[src/hw/rtc_defines.vh]
`ifndef RTC_DEFINES_VH
`define RTC_DEFINES_VH
// ==========================================================
// Register addresses
`define RTC_A_DATA_RATE_LOW 10'h10C
`define RTC_A_RATE_DEV_SHARED 10'h10D
`define RTC_A_DEVIATION_LOW 10'h10E
`define RTC_A_PA_SETUP 10'h114
`define RTC_A_MOD_IF_BANDWIDTH_SELECT_SETUP 10'h115
`define RTC_A_IMAGE_PHASE 10'h118
`define RTC_A_IMAGE_AMPL 10'h119
`define RTC_A_OPER_OPTIONS 10'h11A
`define RTC_A_FINE_COARSE_A 10'h307
`define RTC_A_SYNTH_CAL_CTRL 10'h338
`define RTC_A_VCO_BAND_OVR 10'h3CB
`define RTC_A_VCO_AMPL_OVR 10'h3CC
`define RTC_A_VCO_OVR_EN 10'h3CD
`define RTC_A_VCO_CAL_SETUP 10'h3D0
`define RTC_A_OSC_SETUP 10'h3D2
`define RTC_A_VCO_BAND_RES 10'h3DA
`define RTC_A_VCO_AMPL_RES 10'h3DB
// ==========================================================
// Field positions
`define RTC_PA_SEL_BIT 7
`define RTC_RATE_B_LSB 4
`define RTC_MOD_LSB 0
`define RTC_IF_BANDWIDTH_SELECT_LSB 6
`define RTC_BASEBAND_CAL_ENABLE_BIT 0
`define RTC_SYNTH_CAL_BIT 0
`define RTC_XTAL_DAC_LSB 0
// ==========================================================
// Field codes and values
`define RTC_MOD_GFSK 2'h2
`define RTC_MOD_GMSK 2'h3
`define RTC_IF_BANDWIDTH_SELECT_300 2'h3
`define RTC_OVR_EN_BYPASS 8'h03
`define RTC_CAL_CFG_BYPASS 8'h0F
`define RTC_XTAL_DAC_MAX 3'h4
`define RTC_FINE_MIN 6'h02
`define RTC_FINE_MAX 6'h3F
`define RTC_RST_FINE 8'h3F
`define RTC_RST_CAL_CTRL 8'h01
`define RTC_RST_IMG_AMPL 8'h07
`define RTC_RST_IMG_PHASE 8'h16
// ==========================================================
// Timing
`define RTC_CLK_MHZ 100
`define RTC_VCO_CAL_US 142
`define RTC_BASEBAND_CAL_ENABLE_US 100
`define RTC_VCO_CAL_CYC (`RTC_VCO_CAL_US * `RTC_CLK_MHZ)
`define RTC_BASEBAND_CAL_ENABLE_CYC (`RTC_BASEBAND_CAL_ENABLE_US * `RTC_CLK_MHZ)
`endif

[src/hw/rtc_radio_config.v]
`timescale 1ns/1ns
`include "rtc_defines.vh"
module rtc_radio_config (
  input wire core_clk,
  input wire rst_b,
  input wire memWrite,
  input wire memRead,
  input wire [9:0] memAddr,
  input wire [7:0] memWrData,
  output reg [7:0] memRdData,
  input wire enterTransmitCommand,
  input wire enterReceiveCommand,
  input wire enterIdleOnCommand,
  input wire [7:0] vcoBandMeasured,
  input wire [7:0] vcoAmplitudeMeasured,
  output reg transmitState,
  output reg receiveState,
  output reg idleOnState,
  output reg vcoCalBusy,
  output reg bbCalBusy,
  output reg [7:0] vcoBandApplied,
  output reg [7:0] vcoAmplitudeApplied,
  output reg [2:0] crystalPullingCode,
  output reg [3:0] crystalPullQuarterPpm,
  output reg [1:0] modulationMode,
  output reg gaussianEnable,
  output reg [11:0] deviationValue,
  output reg [11:0] dataRateValue,
  output reg [1:0] ifBandwidthSelect,
  output reg ifCentre300,
  output reg singlePaEnable,
  output reg diffPaEnable,
  output reg [5:0] paLevelNow
);

  // ==========================================================
  // State codes
  localparam ST_IDLE = 3'h0;
  localparam ST_BBCAL = 3'h1;
  localparam ST_ON = 3'h2;
  localparam ST_VCOCAL = 3'h3;
  localparam ST_TX = 3'h4;
  localparam ST_RX = 3'h5;
  // Timer loads; the part-selects below cut them to the 15-bit timer on purpose
  localparam [31:0] BASEBAND_CAL_ENABLE_LOAD = `RTC_BASEBAND_CAL_ENABLE_CYC - 1;
  localparam [31:0] VCO_CAL_LOAD = `RTC_VCO_CAL_CYC - 1;

  // Coarse to fine Coarse_a mapping, shared by ramp target logic
  function [5:0] coarseToFine;
    input [3:0] coarse;
    begin
      coarseToFine = {coarse, 2'b11};
    end
  endfunction

  // Clamp a fine level into its legal span
  function [5:0] clampFine;
    input [5:0] lvl;
    begin
      if (lvl < `RTC_FINE_MIN)
        clampFine = `RTC_FINE_MIN;
      else
        clampFine = lvl;
    end
  endfunction

  // ==========================================================
  // Register storage
  reg [7:0] dataRateLow_r;
  reg [7:0] rateDevShared_r;
  reg [7:0] deviationLow_r;
  reg [7:0] paSetup_r;
  reg [7:0] modIfbwSetup_r;
  reg [7:0] imagePhase_r;
  reg [7:0] imageAmpl_r;
  reg [7:0] operOptions_r;
  reg [7:0] finePaLevel_r;
  reg [7:0] synthCalCtrl_r;
  reg [7:0] vcoBandOvr_r;
  reg [7:0] vcoAmplOvr_r;
  reg [7:0] vcoOvrEn_r;
  reg [7:0] vcoCalSetup_r;
  reg [7:0] oscSetup_r;
  reg [7:0] vcoBandRes_r;
  reg [7:0] vcoAmplRes_r;
  reg fineSelected_r;
  reg calArmed_r;
  reg [2:0] state_r;
  reg [2:0] pendState_r;
  reg [14:0] calCnt_r;

  wire bypassSet;
  wire paWanted;
  wire [5:0] targetLevel;
  wire [5:0] rampStep;
  wire bitTick;
  reg [11:0] bitCnt_r;

  // Bypass only counts when both override registers hold their magic values
  assign bypassSet = (vcoOvrEn_r == `RTC_OVR_EN_BYPASS) &&
    (vcoCalSetup_r == `RTC_CAL_CFG_BYPASS) && calArmed_r;
  assign paWanted = (state_r == ST_TX);
  // The latest written of coarse or fine level steers the target
  assign targetLevel = fineSelected_r ? clampFine(finePaLevel_r[5:0]) :
    coarseToFine(paSetup_r[3:0]);
  // Ramp step doubles per setting, 1..32 codes per bit; 64 and up saturate at 63
  assign rampStep = (paSetup_r[6:4] >= 3'h6) ? 6'h3F :
    ({5'h00, 1'b1} << paSetup_r[6:4]);

  // ==========================================================
  // Register writes; a cal-enable 0 then 1 sequence arms bypass
  always @(posedge core_clk or negedge rst_b)
  begin
    if (!rst_b)
    begin
      dataRateLow_r <= 8'h00;
      rateDevShared_r <= 8'h00;
      deviationLow_r <= 8'h00;
      paSetup_r <= 8'h00;
      modIfbwSetup_r <= 8'h00;
      imagePhase_r <= `RTC_RST_IMG_PHASE;
      imageAmpl_r <= `RTC_RST_IMG_AMPL;
      operOptions_r <= 8'h00;
      finePaLevel_r <= `RTC_RST_FINE;
      synthCalCtrl_r <= `RTC_RST_CAL_CTRL;
      vcoBandOvr_r <= 8'h00;
      vcoAmplOvr_r <= 8'h00;
      vcoOvrEn_r <= 8'h00;
      vcoCalSetup_r <= 8'h00;
      oscSetup_r <= {5'h00, `RTC_XTAL_DAC_MAX};
      fineSelected_r <= 1'b0;
      calArmed_r <= 1'b0;
    end
    else if (memWrite)
    begin
      case (memAddr)
        `RTC_A_DATA_RATE_LOW: dataRateLow_r <= memWrData;
        `RTC_A_RATE_DEV_SHARED: rateDevShared_r <= memWrData;
        `RTC_A_DEVIATION_LOW: deviationLow_r <= memWrData;
        `RTC_A_PA_SETUP:
        begin
          paSetup_r <= memWrData;
          fineSelected_r <= 1'b0;
        end
        `RTC_A_MOD_IF_BANDWIDTH_SELECT_SETUP: modIfbwSetup_r <= memWrData;
        `RTC_A_IMAGE_PHASE: imagePhase_r <= memWrData;
        `RTC_A_IMAGE_AMPL: imageAmpl_r <= memWrData;
        `RTC_A_OPER_OPTIONS: operOptions_r <= memWrData;
        `RTC_A_FINE_COARSE_A:
        begin
          finePaLevel_r <= {2'b00, memWrData[5:0]};
          fineSelected_r <= 1'b1;
        end
        `RTC_A_SYNTH_CAL_CTRL:
        begin
          synthCalCtrl_r <= memWrData;
          // Rising edge of the enable bit arms the bypass
          calArmed_r <= memWrData[`RTC_SYNTH_CAL_BIT] &&
            !synthCalCtrl_r[`RTC_SYNTH_CAL_BIT];
        end
        `RTC_A_VCO_BAND_OVR: vcoBandOvr_r <= memWrData;
        `RTC_A_VCO_AMPL_OVR: vcoAmplOvr_r <= memWrData;
        `RTC_A_VCO_OVR_EN: vcoOvrEn_r <= memWrData;
        `RTC_A_VCO_CAL_SETUP: vcoCalSetup_r <= memWrData;
        `RTC_A_OSC_SETUP: oscSetup_r <= {5'h00, memWrData[2:0]};
        default: ;
      endcase
    end
    else if ((enterTransmitCommand || enterReceiveCommand) && state_r == ST_ON)
      calArmed_r <= 1'b0; // Bypass is consumed by one command; a register write in the same cycle takes priority over it
  end

  // ==========================================================
  // Read mux; unmapped and results read as shown
  always @(posedge core_clk or negedge rst_b)
  begin
    if (!rst_b)
      memRdData <= 8'h00;
    else if (memRead)
    begin
      case (memAddr)
        `RTC_A_DATA_RATE_LOW: memRdData <= dataRateLow_r;
        `RTC_A_RATE_DEV_SHARED: memRdData <= rateDevShared_r;
        `RTC_A_DEVIATION_LOW: memRdData <= deviationLow_r;
        `RTC_A_PA_SETUP: memRdData <= paSetup_r;
        `RTC_A_MOD_IF_BANDWIDTH_SELECT_SETUP: memRdData <= modIfbwSetup_r;
        `RTC_A_IMAGE_PHASE: memRdData <= imagePhase_r;
        `RTC_A_IMAGE_AMPL: memRdData <= imageAmpl_r;
        `RTC_A_OPER_OPTIONS: memRdData <= operOptions_r;
        `RTC_A_FINE_COARSE_A: memRdData <= finePaLevel_r;
        `RTC_A_SYNTH_CAL_CTRL: memRdData <= synthCalCtrl_r;
        `RTC_A_VCO_BAND_OVR: memRdData <= vcoBandOvr_r;
        `RTC_A_VCO_AMPL_OVR: memRdData <= vcoAmplOvr_r;
        `RTC_A_VCO_OVR_EN: memRdData <= vcoOvrEn_r;
        `RTC_A_VCO_CAL_SETUP: memRdData <= vcoCalSetup_r;
        `RTC_A_OSC_SETUP: memRdData <= oscSetup_r;
        `RTC_A_VCO_BAND_RES: memRdData <= vcoBandRes_r;
        `RTC_A_VCO_AMPL_RES: memRdData <= vcoAmplRes_r;
        default: memRdData <= 8'h00;
      endcase
    end
  end

  // ==========================================================
  // Radio state sequencer with VCO and filter calibration timers
  always @(posedge core_clk or negedge rst_b)
  begin
    if (!rst_b)
    begin
      state_r <= ST_IDLE;
      pendState_r <= ST_TX;
      calCnt_r <= 15'h0000;
      vcoBandRes_r <= 8'h00;
      vcoAmplRes_r <= 8'h00;
    end
    else
    begin
      case (state_r)
        // Idle-on entry from any settled state reruns the filter calibration when enabled
        ST_IDLE, ST_TX, ST_RX:
          if (enterIdleOnCommand)
          begin
            state_r <= operOptions_r[`RTC_BASEBAND_CAL_ENABLE_BIT] ? ST_BBCAL : ST_ON;
            calCnt_r <= BASEBAND_CAL_ENABLE_LOAD[14:0];
          end
        ST_BBCAL:
          if (calCnt_r == 15'h0000)
            state_r <= ST_ON;
          else
            calCnt_r <= calCnt_r - 15'h0001;
        ST_ON:
          if (enterTransmitCommand || enterReceiveCommand)
          begin
            pendState_r <= enterTransmitCommand ? ST_TX : ST_RX;
            if (bypassSet)
            begin
              state_r <= enterTransmitCommand ? ST_TX : ST_RX;
              vcoBandRes_r <= vcoBandOvr_r;
              vcoAmplRes_r <= vcoAmplOvr_r;
            end
            else
            begin
              state_r <= ST_VCOCAL;
              calCnt_r <= VCO_CAL_LOAD[14:0];
            end
          end
        ST_VCOCAL:
          if (calCnt_r == 15'h0000)
          begin
            state_r <= pendState_r;
            vcoBandRes_r <= vcoBandMeasured;
            vcoAmplRes_r <= vcoAmplitudeMeasured;
          end
          else
            calCnt_r <= calCnt_r - 15'h0001;
        default: state_r <= ST_IDLE;
      endcase
    end
  end

  // ==========================================================
  // Bit period tick from the data-rate field (100 Hz units)
  always @(posedge core_clk or negedge rst_b)
  begin
    if (!rst_b)
      bitCnt_r <= 12'h000;
    else if (bitTick)
      bitCnt_r <= 12'h000;
    else
      bitCnt_r <= bitCnt_r + 12'h001;
  end
  // Coarse approximation: one ramp step each time the counter meets the rate code
  assign bitTick = (bitCnt_r >= dataRateValue);

  // ==========================================================
  // Rate_b: steps to target while transmitting, falls to zero otherwise
  always @(posedge core_clk or negedge rst_b)
  begin
    if (!rst_b)
      paLevelNow <= 6'h00;
    else if (bitTick)
    begin
      // While transmitting, down steps stop at the target so the level never dips below it
      if (paWanted && paLevelNow < targetLevel)
        paLevelNow <= (targetLevel - paLevelNow > rampStep) ?
          paLevelNow + rampStep : targetLevel;
      else if (paWanted && paLevelNow > targetLevel)
        paLevelNow <= (paLevelNow - targetLevel > rampStep) ?
          paLevelNow - rampStep : targetLevel;
      else if (!paWanted)
        paLevelNow <= (paLevelNow > rampStep) ? paLevelNow - rampStep : 6'h00;
    end
  end

  // ==========================================================
  // Registered decode of configuration outputs
  always @(posedge core_clk or negedge rst_b)
  begin
    if (!rst_b)
    begin
      transmitState <= 1'b0;
      receiveState <= 1'b0;
      idleOnState <= 1'b0;
      vcoCalBusy <= 1'b0;
      bbCalBusy <= 1'b0;
      vcoBandApplied <= 8'h00;
      vcoAmplitudeApplied <= 8'h00;
      crystalPullingCode <= `RTC_XTAL_DAC_MAX;
      crystalPullQuarterPpm <= 4'h0;
      modulationMode <= 2'h0;
      gaussianEnable <= 1'b0;
      deviationValue <= 12'h000;
      dataRateValue <= 12'h000;
      ifBandwidthSelect <= 2'h0;
      ifCentre300 <= 1'b0;
      singlePaEnable <= 1'b0;
      diffPaEnable <= 1'b0;
    end
    else
    begin
      transmitState <= (state_r == ST_TX);
      receiveState <= (state_r == ST_RX);
      idleOnState <= (state_r == ST_ON);
      vcoCalBusy <= (state_r == ST_VCOCAL);
      bbCalBusy <= (state_r == ST_BBCAL);
      vcoBandApplied <= vcoBandRes_r;
      vcoAmplitudeApplied <= vcoAmplRes_r;
      crystalPullingCode <= oscSetup_r[2:0];
      // Pull in quarter-ppm units: code 0 -> 4 (1 ppm), code 4 -> 0
      crystalPullQuarterPpm <= (oscSetup_r[2:0] > `RTC_XTAL_DAC_MAX) ? 4'h0 :
        (4'h4 - {1'b0, oscSetup_r[2:0]});
      modulationMode <= modIfbwSetup_r[1:0];
      gaussianEnable <= (modIfbwSetup_r[1:0] == `RTC_MOD_GFSK) ||
        (modIfbwSetup_r[1:0] == `RTC_MOD_GMSK);
      deviationValue <= {rateDevShared_r[7:4], deviationLow_r};
      dataRateValue <= {rateDevShared_r[3:0], dataRateLow_r};
      ifBandwidthSelect <= modIfbwSetup_r[7:6];
      ifCentre300 <= (modIfbwSetup_r[7:6] == `RTC_IF_BANDWIDTH_SELECT_300);
      // Mutually exclusive by construction of the select bit
      singlePaEnable <= paWanted && !paSetup_r[`RTC_PA_SEL_BIT];
      diffPaEnable <= paWanted && paSetup_r[`RTC_PA_SEL_BIT];
    end
  end

endmodule // rtc_radio_config

[config.mk]
export PLATFORM = sky130hd
export DESIGN_NAME = rtc_radio_config
export DESIGN_NICKNAME = d
export VERILOG_FILES = /design/src/hw/rtc_radio_config.v
export VERILOG_INCLUDE_DIRS = /design/src /design/src/hw
export SDC_FILE = /design/constraint.sdc
export NUM_CORES = 1
export LEC_CHECK = 0
export BUFFER_PORTS_ARGS = -buffer_cell sky130_fd_sc_hd__buf_2
export CAP_MARGIN = 0
export CORE_MARGIN = 1
export CORE_UTILIZATION = 60
export CTS_BUF_LIST = sky130_fd_sc_hd__clkbuf_4
export CTS_CLUSTER_SIZE = 40
export DETAILED_ROUTE_END_ITERATION = 8
export PLACE_DENSITY = 0.81
export SLEW_MARGIN = 20
export SYNTH_ARGS = -nofsm -noshare
export SYNTH_HDL_FRONTEND = slang
export SYNTH_SLANG_ARGS = --single-unit
[constraint.sdc]
create_clock -name core_clk -period 7.8 [get_ports core_clk]
set_input_delay 1.17 -clock core_clk [delete_from_list [all_inputs] [get_ports core_clk]]
set_output_delay 1.17 -clock core_clk [all_outputs]
set_load 0.01 [all_outputs]
Word level (Yosys, flattened, before mapping)
Index checks and enable logic that the tools add are counted.
{"block": "word_totals", "reg_bits": 238, "inputBits": 41}
{"block": "op_classes", "add_sub_neg": 7, "magnitude_cmp": 9, "n_eq_ne": 36, "shift": 1, "n_mux": 37, "n_reduce_logical": 42}
{"operator": "$pmux 8 s17", "n": 1}
{"operator": "$eq 10x10->1 const B", "n": 9}
{"operator": "$eq 10x9->1 const B", "n": 8}
{"operator": "$mux 15", "n": 4}
{"operator": "$mux 6", "n": 9}
{"operator": "$mux 8", "n": 6}
{"operator": "$pmux 15 s3", "n": 1}
{"operator": "$reduce_and 2->1", "n": 19}
{"operator": "$pmux 8 s2", "n": 2}
{"operator": "$gt 6x6->1", "n": 4}
{"operator": "$sub 6x6->6", "n": 3}
{"operator": "$logic_not 15->1", "n": 1}
{"operator": "$mux 3", "n": 5}
{"operator": "$sub 15x1->15 const B", "n": 1}
{"operator": "$ne 2x2->1 const B", "n": 7}
{"operator": "$add 12x1->12 const B", "n": 1}
{"operator": "$ge 12x12->1", "n": 1}
{"operator": "$mux 12", "n": 1}
{"operator": "$pmux 3 s4", "n": 1}
{"operator": "$eq 8x2->1 const B", "n": 1}
{"operator": "$eq 8x4->1 const B", "n": 1}
{"operator": "$logic_and 1x1->1", "n": 8}
{"operator": "$reduce_and 4->1", "n": 2}
{"operator": "$add 6x6->6", "n": 1}
{"operator": "24 further kinds", "n": 35}

Longest topological paths before layout
Gate-level depths: netlist of the first run.
{"block": "logic_depth", "depth_word": 8, "mapped_depth": 20, "mapped_depth_nobuf": 19}

Least setup slack after synthesis of the first run
Ideal clock, no wire load.
{"block": "synth_timing", "path_kind": "register to register", "from": "register finePaLevel_r[3]", "to": "register paLevelNow[1]", "setup_ns": 0.094, "arrival_time_ns": 3.756, "t_required_ns": 7.706, "path_slack_ns": 3.950, "path_stages_with_launch": 16, "synth_period_minus_slack_ns": 3.850, "cell_sequence": "dfstp_2 > or4_4 > nand3_1 > ha_1 > ha_1 > a41o_4 > a21o_2 > a21oi_1 > xnor2_1 > ha_1 > a21oi_1 > a21boi_0 > o32a_1 > nor3_2 > a211oi_1 > a221oi_2"}
{"block": "synth_between", "elab_chain_len": 8, "word_cells_on_any_way": 17, "cone_classes": "add/sub: 2; order compare: 5; eq/ne: 1; mux: 6; reduce/logical: 3"}
{"element": "from (decl)", "line_no": "rtc_radio_config.v:77", "text": "reg [7:0] finePaLevel_r;"}
{"element": "from (signal assigned)", "line_no": "rtc_radio_config.v:124", "text": "finePaLevel_r <= `RTC_RST_FINE;"}
{"element": "from (signal assigned)", "line_no": "rtc_radio_config.v:151", "text": "finePaLevel_r <= {2'b00, memWrData[5:0]};"}
{"element": "$lt 6x2->1 (no line)"}
{"element": "$mux 6 (*)", "line_no": "rtc_radio_config.v:60", "text": "if (lvl < `RTC_FINE_MIN)"}
{"element": "$mux 6 (*)", "line_no": "rtc_radio_config.v:104", "text": "assign targetLevel = fineSelected_r ? clampFine(finePaLevel_r[5:0]) :"}
{"element": "$sub 6x6->6", "line_no": "rtc_radio_config.v:288", "text": "paLevelNow <= (paLevelNow - targetLevel > rampStep) ?"}
{"element": "$gt 6x6->1", "line_no": "rtc_radio_config.v:288"}
{"element": "$mux 6", "line_no": "rtc_radio_config.v:288"}
{"element": "$mux 6", "line_no": "rtc_radio_config.v:287", "text": "else if (paWanted && paLevelNow > targetLevel)"}
{"element": "$mux 6", "line_no": "rtc_radio_config.v:284", "text": "if (paWanted && paLevelNow < targetLevel)"}
{"element": "to (signal assigned)", "line_no": "rtc_radio_config.v:285", "text": "paLevelNow <= (targetLevel - paLevelNow > rampStep) ?"}
{"element": "to (signal assigned)", "line_no": "rtc_radio_config.v:288"}
{"element": "to (signal assigned)", "line_no": "rtc_radio_config.v:291", "text": "paLevelNow <= (paLevelNow > rampStep) ? paLevelNow - rampStep : 6'h00;"}
{"element": "to (decl)", "line_no": "rtc_radio_config.v:33", "text": "output reg [5:0] paLevelNow"}
Every way passes the cells marked *; elsewhere a longest branch is shown, timed or not.
A chain may end at the register's enable or synchronous reset.

Worst setup path after layout of the first run
{"block": "layout_timing", "from": "register finePaLevel_r[3]", "to": "register paLevelNow[4]"}
Same word-level chain as after synthesis.

==> reports/results.ini, run 1 <==
[sta]
fin_hold_ws_ns = 0.393
relSlewSlack_pct = 24.6
hold_violations = 0
skew_ns = 0.0652
slew_violations = 0
rsz0062_at_grt = no
tightest_slew_ns = 1.13
setup_viol = 0
post-route-period-util_pct = 55.9
period_needed_ns = 4.36
fmax_mhz = 229
tns_ns = 0

[yosys]
yosys-top-cells-count = dfrtp_1, mux2_2, nand2_1
yosys_warnings = 0
syn_area_mm2 = 0.0118
syn_inst = 1052
synth-edff-count = 0
ys_seq_elements = 236
yosys.area.top_type_share_pct = 46.9
yosysMostFrequentCell = dfrtp_1
yosysSeqAreaShare_pct = 50.3
avgSynthCellArea_um2 = 11.2
yosysTopAreaCell = dfrtp_1
synthArstFlopShare_pct = 100
synth_cell_type_count = 75
synth_ff_type = dfrtp_1
synthesis.nets = 1144
synthTopCellsByArea = dfrtp_1, mux2_2, ha_1

[global_route]
grt_pass1_wl_um = 48500
grtUsageTotal_pct = 31.4
grt_pass1_vias = 8952
antenna_found_initial = 1
gr-total-overflow = 0
grt_max_degree = 121

[drt]
wl_per_cell_um = 20.4
via_per_inst = 6.09
antenna_left = 0
vias = 9169
drt_iter0_drc = 832
dr.pass1.iters = 6
routed_wl_um = 30700
drc = 0

[worst_hold_path]
hp-start = modIfbwSetup_r[0]
holdPathStages = 0
hold_path.class = reg2reg
min_to = modulationMode[0]

[worst_setup_path]
critPathLaunchType = flip-flop
cp.required_ns = 8.35
cp.arrival_ns = 4.91
ff2ff_path_depth = 15
crit_fanout = 6
critPathKind = reg2reg
reg2reg_from = finePaLevel_r[3]
worstSetupEndpointType = flip-flop
reg2reg_slack_ns = 3.44
r2r-end = paLevelNow[4]

[floorplanning]
rows = 50
chipHeight_um = 142
die_x_um = 142
pin_count = 115
core_mm2 = 0.0190
initial_core_util_pct = 62.2
die-area_mm2 = 0.0202

[status]
status = complete, no violations

[layout]
drive_gt1_share_pct = 30.9
design_area_mm2 = 0.0134
num-fill-cells = 1370
nNetsFinal = 1287
area_growth_pct = 13.9
post-route-util_pct = 70.8

[clock_network]
numCtsBuffers = 59
cts_sinks = 236
clk_pin_slew_ns = 0.07
post-cts-setup-buffers = 0
cts_tree = done
cts_root_buf = clkbuf_4
postCtsResizedCells = 0
clockBufferDepth = 3
htree_levels = 2
insertion_delay_ns = 0.71
ctsHoldBuffers = 0

[job]
cap_violations = 0

[placement]
gp_congestion = 1.01
dp_hpwl_um = 21400
placed_cell_area_mm2 = 0.0126
portBuffers = 114

[power_and_ir_drop]
p_per_area_mw_per_mm2 = 252
p_leak_uw = 0.00658
ir_worst_vdd_mv = 0.143

==> state kept, by name (all words and copies together), names as in the netlist, 8 cells and up <==
name                 cells
dataRateValue           12
bitCnt_r                12
vcoBandOvr_r             8
operOptions_r            8
vcoBandApplied           8
vcoAmplOvr_r             8
calCnt_r                15
deviationValue          12
imagePhase_r             8
modIfbwSetup_r           8
memRdData                8
vcoAmplitudeApplied      8
imageAmpl_r              8
synthCalCtrl_r           8
vcoBandRes_r             8
paSetup_r                8
vcoOvrEn_r               8
deviationLow_r           8
dataRateLow_r            8
vcoCalSetup_r            8
rateDevShared_r          8
vcoAmplRes_r             8
==> report_power, final <==
group          internal, uW  switching [uW]  total [uW]  leakage (uW)
clock                   609             496        1100      0.000498
sequential             1290            73.4        1360       0.00317
combinational           382             535         917       0.00291
total                  2280            1100        3380       0.00658
==> layout make-up <==
class                   count  area, um2  share of cell area [%]
multi-input cells         722       5500                    41.0
inverters                  55        206                    1.54
flip-flops and latches    236       5920                    44.2
well taps                 260        325                    2.42
clock buffers             100        751                    5.60
clock inverters            11       75.1                   0.560
diodes                      1       2.50                  0.0187
repair buffers            121        633                    4.72
==> logic make-up after synthesis <==
kind of cell             synth area share [%]
AO/OA/AOI/OAI                            12.6
XOR/XNOR                                 2.30
AND/OR/NAND/NOR                          12.4
multiplexers                             13.6
flip-flops                               50.3
adder cells (fa/ha/maj)                  5.61
buffers and inverters                    3.18
==> layer usage <==
metal / GRT usage (%) / up-vias / wire, um / part of all wire (%)
met5: 0 / - / 0 / 0
met1: 43.1 / 4465 / 13000 / 42
met3: 5.82 / 87 / 2390 / 7.8
met4: 14.9 / 0 / 1130 / 3.7
met2: 48.5 / 484 / 14200 / 46
li1: - / 4133 / - / -
==> placed cells by master (no fill, tap or decap), types with 11 or more instances in the layout <==
master,synthesis,layout
dfrtp_1,221,221
mux2_2,117,117
buf_2,5,113
clkbuf_4,0,100
nand2_1,80,80
nor2_1,66,66
inv_1,55,55
o21ai_0,50,50
ha_1,48,48
a21oi_1,47,46
mux2i_1,28,28
nand3_1,25,25
xnor2_1,21,21
nand2b_1,20,20
a22oi_1,17,17
dfstp_2,15,15
nand4_1,11,11
==> metrics by stage <==
| step | setup slack [ns] | cells | power (uW) |
|---|---|---|---|
| 6_report | 3.44 | 1506 | 3380 |
| 5_1_grt | 3.28 | 1506 | 3570 |
| 4_1_cts | 3.50 | 1505 | 3390 |
| 3_5_place_dp | 3.56 | 1394 | 2270 |
| 3_3_place_gp | 3.61 | 1394 | 2260 |
| 2_1_floorplan | 3.95 | 1052 | 2050 |
==> worst max path at each step <==
stage	from	endpoint	depth (start not counted)
floorplan	finePaLevel_r[3]	paLevelNow[1]	15
global route	finePaLevel_r[3]	paLevelNow[4]	15
CTS	finePaLevel_r[3]	paLevelNow[1]	15
global placement	finePaLevel_r[3]	paLevelNow[1]	15
finish	finePaLevel_r[3]	paLevelNow[4]	15
detailed placement	finePaLevel_r[3]	paLevelNow[1]	15
==> critical path: stages, from the launching register on <==
cell and delay (ns):
dfstp_2 0.39, or4_4 0.56, nand3_1 0.18, ha_1 0.30, ha_1 0.24, a41o_4 0.27
a21o_2 0.21, a21oi_1 0.17, xnor2_1 0.13, ha_1 0.27, a21oi_1 0.12, a21boi_0 0.09
o32a_1 0.43, nor3_2 0.42, a221oi_1 0.17, o31ai_1 0.26
(Power assumes the default switching activity.)
==> run 2: changes to the inputs <==
CORE_UTILIZATION = 56   (was 60)
PLACE_DENSITY = 0.79   (was 0.81)
clock period = 4 ns   (was 7.8 ns; I/O delays follow)
==> run 2 against run 1 <==
Compared with the run above: first-iteration DRC count fell by 17%; core utilization fell by 3.7 points; global-route usage fell by 2.0 points; critical path type unchanged; largest cell class unchanged; worst setup slack got worse by 3.4 ns; flip-flop and latch count did not move.
==> reports/results.ini, run 2 (same netlist as run 1, synthesis figures left out) <==
[drt]
wl_met2_um = 13800  ; -2.6%
wl_met1_um = 13500  ; +4.4%
wl_met3_um = 2590  ; +8.1%
drc = 0  ; unchanged
drt_iter0_drc = 690  ; -17%
routed_wl_um = 31200  ; +1.7%
wl_per_cell_um = 20.3  ; -0.32%
top_layer = met4
via_per_inst = 6.00  ; -1.4%
dr.pass1.iters = 5  ; -1
antenna_left = 0  ; unchanged
vias = 9225  ; +0.61%

[layout]
top_register = calCnt_r
drive_gt1_share_pct = 32.5  ; +1.5 points
final_common_cell = dfrtp_1
largest_reg_flops = 15  ; unchanged
nNetsFinal = 1310  ; +1.8%
final_cell_mix = dfrtp_1, mux2_2, buf_2
area_growth_pct = 16.4
post-route-util_pct = 67.1  ; -3.7 points

[floorplanning]
core_mm2 = 0.0204  ; +7.8%
die_x_um = 147  ; +3.5%
pin_count = 115  ; unchanged
chipHeight_um = 147  ; +3.5%
rows = 52  ; +4.0%
initial_core_util_pct = 57.7  ; -4.5 points
die-area_mm2 = 0.0216  ; +7.0%

[sta]
tightest_slew_ns = 0.954  ; -0.175 ns
post-route-period-util_pct = 98.3  ; +42 points
skew_ns = 0.0281  ; -0.0371 ns
period_needed_ns = 3.93  ; -0.428 ns
relSlewSlack_pct = 36.3  ; +12 points
hold_violations = 0  ; unchanged
fin_hold_ws_ns = 0.150  ; -0.242 ns
fmax_mhz = 254  ; +11%
setup_viol = 0  ; unchanged
tns_ns = 0  ; unchanged
slew_violations = 0  ; unchanged

[global_route]
grt_max_degree = 108  ; -11%
grtUsageTotal_pct = 29.5  ; -2.0 points
grt_pass1_vias = 9086  ; +1.5%
antenna_found_initial = 1  ; unchanged
gr-total-overflow = 0  ; unchanged
grt_pass1_wl_um = 49200  ; +1.4%

[power_and_ir_drop]
p_per_area_mw_per_mm2 = 499  ; +98%
ir_worst_vdd_mv = 0.280  ; +95%
p_total_uw = 6850  ; +100%
p_leak_uw = 0.00669  ; +1.6%

[status]
status = complete, no violations

[job]
cap_violations = 0  ; unchanged

[worst_setup_path]
cp.arrival_ns = 4.48  ; -0.43 ns
crit_chain = or4_4 > nand3_4 > ha_4 > ha_4 > a41o_4 > a21o_4 > a21oi_4 > xnor2_2 > ha_1 > a21oi_1 > a21boi_1 > o32a_1 > buf_4 > o2bb2ai_4 > a221oi_2 > o31ai_1
reg2reg_from = finePaLevel_r[2]
crit_fanout = 5  ; -1
cp.buffers_inverters = 1  ; +1
worstSetupEndpointType = flip-flop
critPathLaunchType = flip-flop
path_delay_family = compound AO/OA/AOI/OAI gates
critPathKind = reg2reg
crit_path_max_incr_delay_ns = 0.57  ; about the same
slowest_stage = or4_4
worstSetupStartpoint = finePaLevel_r[2]
cp.required_ns = 4.55  ; -3.80 ns
path_common_cell = ha_4

[clock_network]
cts_root_buf = clkbuf_4
clk_pin_slew_ns = 0.07  ; about the same
cts_sinks = 236  ; unchanged
clockBufferDepth = 3  ; unchanged
insertion_delay_ns = 0.69  ; -0.02 ns
cts_tree = done
numCtsBuffers = 60  ; +1.7%
htree_levels = 2  ; unchanged

[placement]
gp_congestion = 0.953  ; -5.3%
dp_hpwl_um = 22000  ; +2.5%
portBuffers = 114  ; unchanged

[worst_hold_path]
hold_path.class = in2reg
hp-start = enterIdleOnCommand

## run 2: cell types whose count changed in the layout (fill, tap and decap cells not counted), sizes merged
cell,delta
dlygate4sd3,+1
clkbuf,-13
buf,+21
bufinv,+2
clkinvlp,+1
clkinv,+9
## run 2: final timing paths
path	depth (start not counted)	end	slack, ns
min in group asynchronous	2	paLevelNow[0]	0.56
max in group asynchronous	3	finePaLevel_r[4]	2.46
min reg2reg	0	deviationValue[3]	0.40
max reg2reg	16	paLevelNow[3]	0.07
min	2	state_r[2]	0.15
max	16	paLevelNow[3]	0.07
## run 2: metrics by stage
step	instances	setup WS [ns]	cell area, um2
2_1_floorplan	1052	0.150	11800
3_3_place_gp	1421	0.0168	12700
6_report	1537	0.0671	13700
3_5_place_dp	1421	-0.0489	12700
4_1_cts	1532	0.0319	13600
5_1_grt	1537	-0.0570	13700
## run 2: layer usage
metal  GRT usage [%]  vias to the layer above
met1            42.2                     4493
met5               0                        -
met4            14.0                        0
li1                -                     4180
met2            43.7                      457
met3            5.09                       95
## run 2: area by class of cell
cell class                 count  area [um2]
antenna                        1        2.50
clock buffer                  87         653
clock inverter                23         173
fill                        1564        6720
inverter                      55         206
multi-input combinational    722        5600
sequential                   236        5920
tap                          270         338
timing repair buffer         143         813
## run 2: timing repair
item	4_1_cts	5_1_grt
hold buffers	1	0
resized for setup	4	18
endpoints found under the hold margin	29	0
buffers inserted	0	4
gates cloned	0	0
endpoints found under the setup margin	6	6
pin swaps	2	14
## run 2: power breakdown
part | internal [uW] | switching, uW
clock | 1200 | 983
sequential | 2510 | 123
combinational | 886 | 1150
total | 4590 | 2260
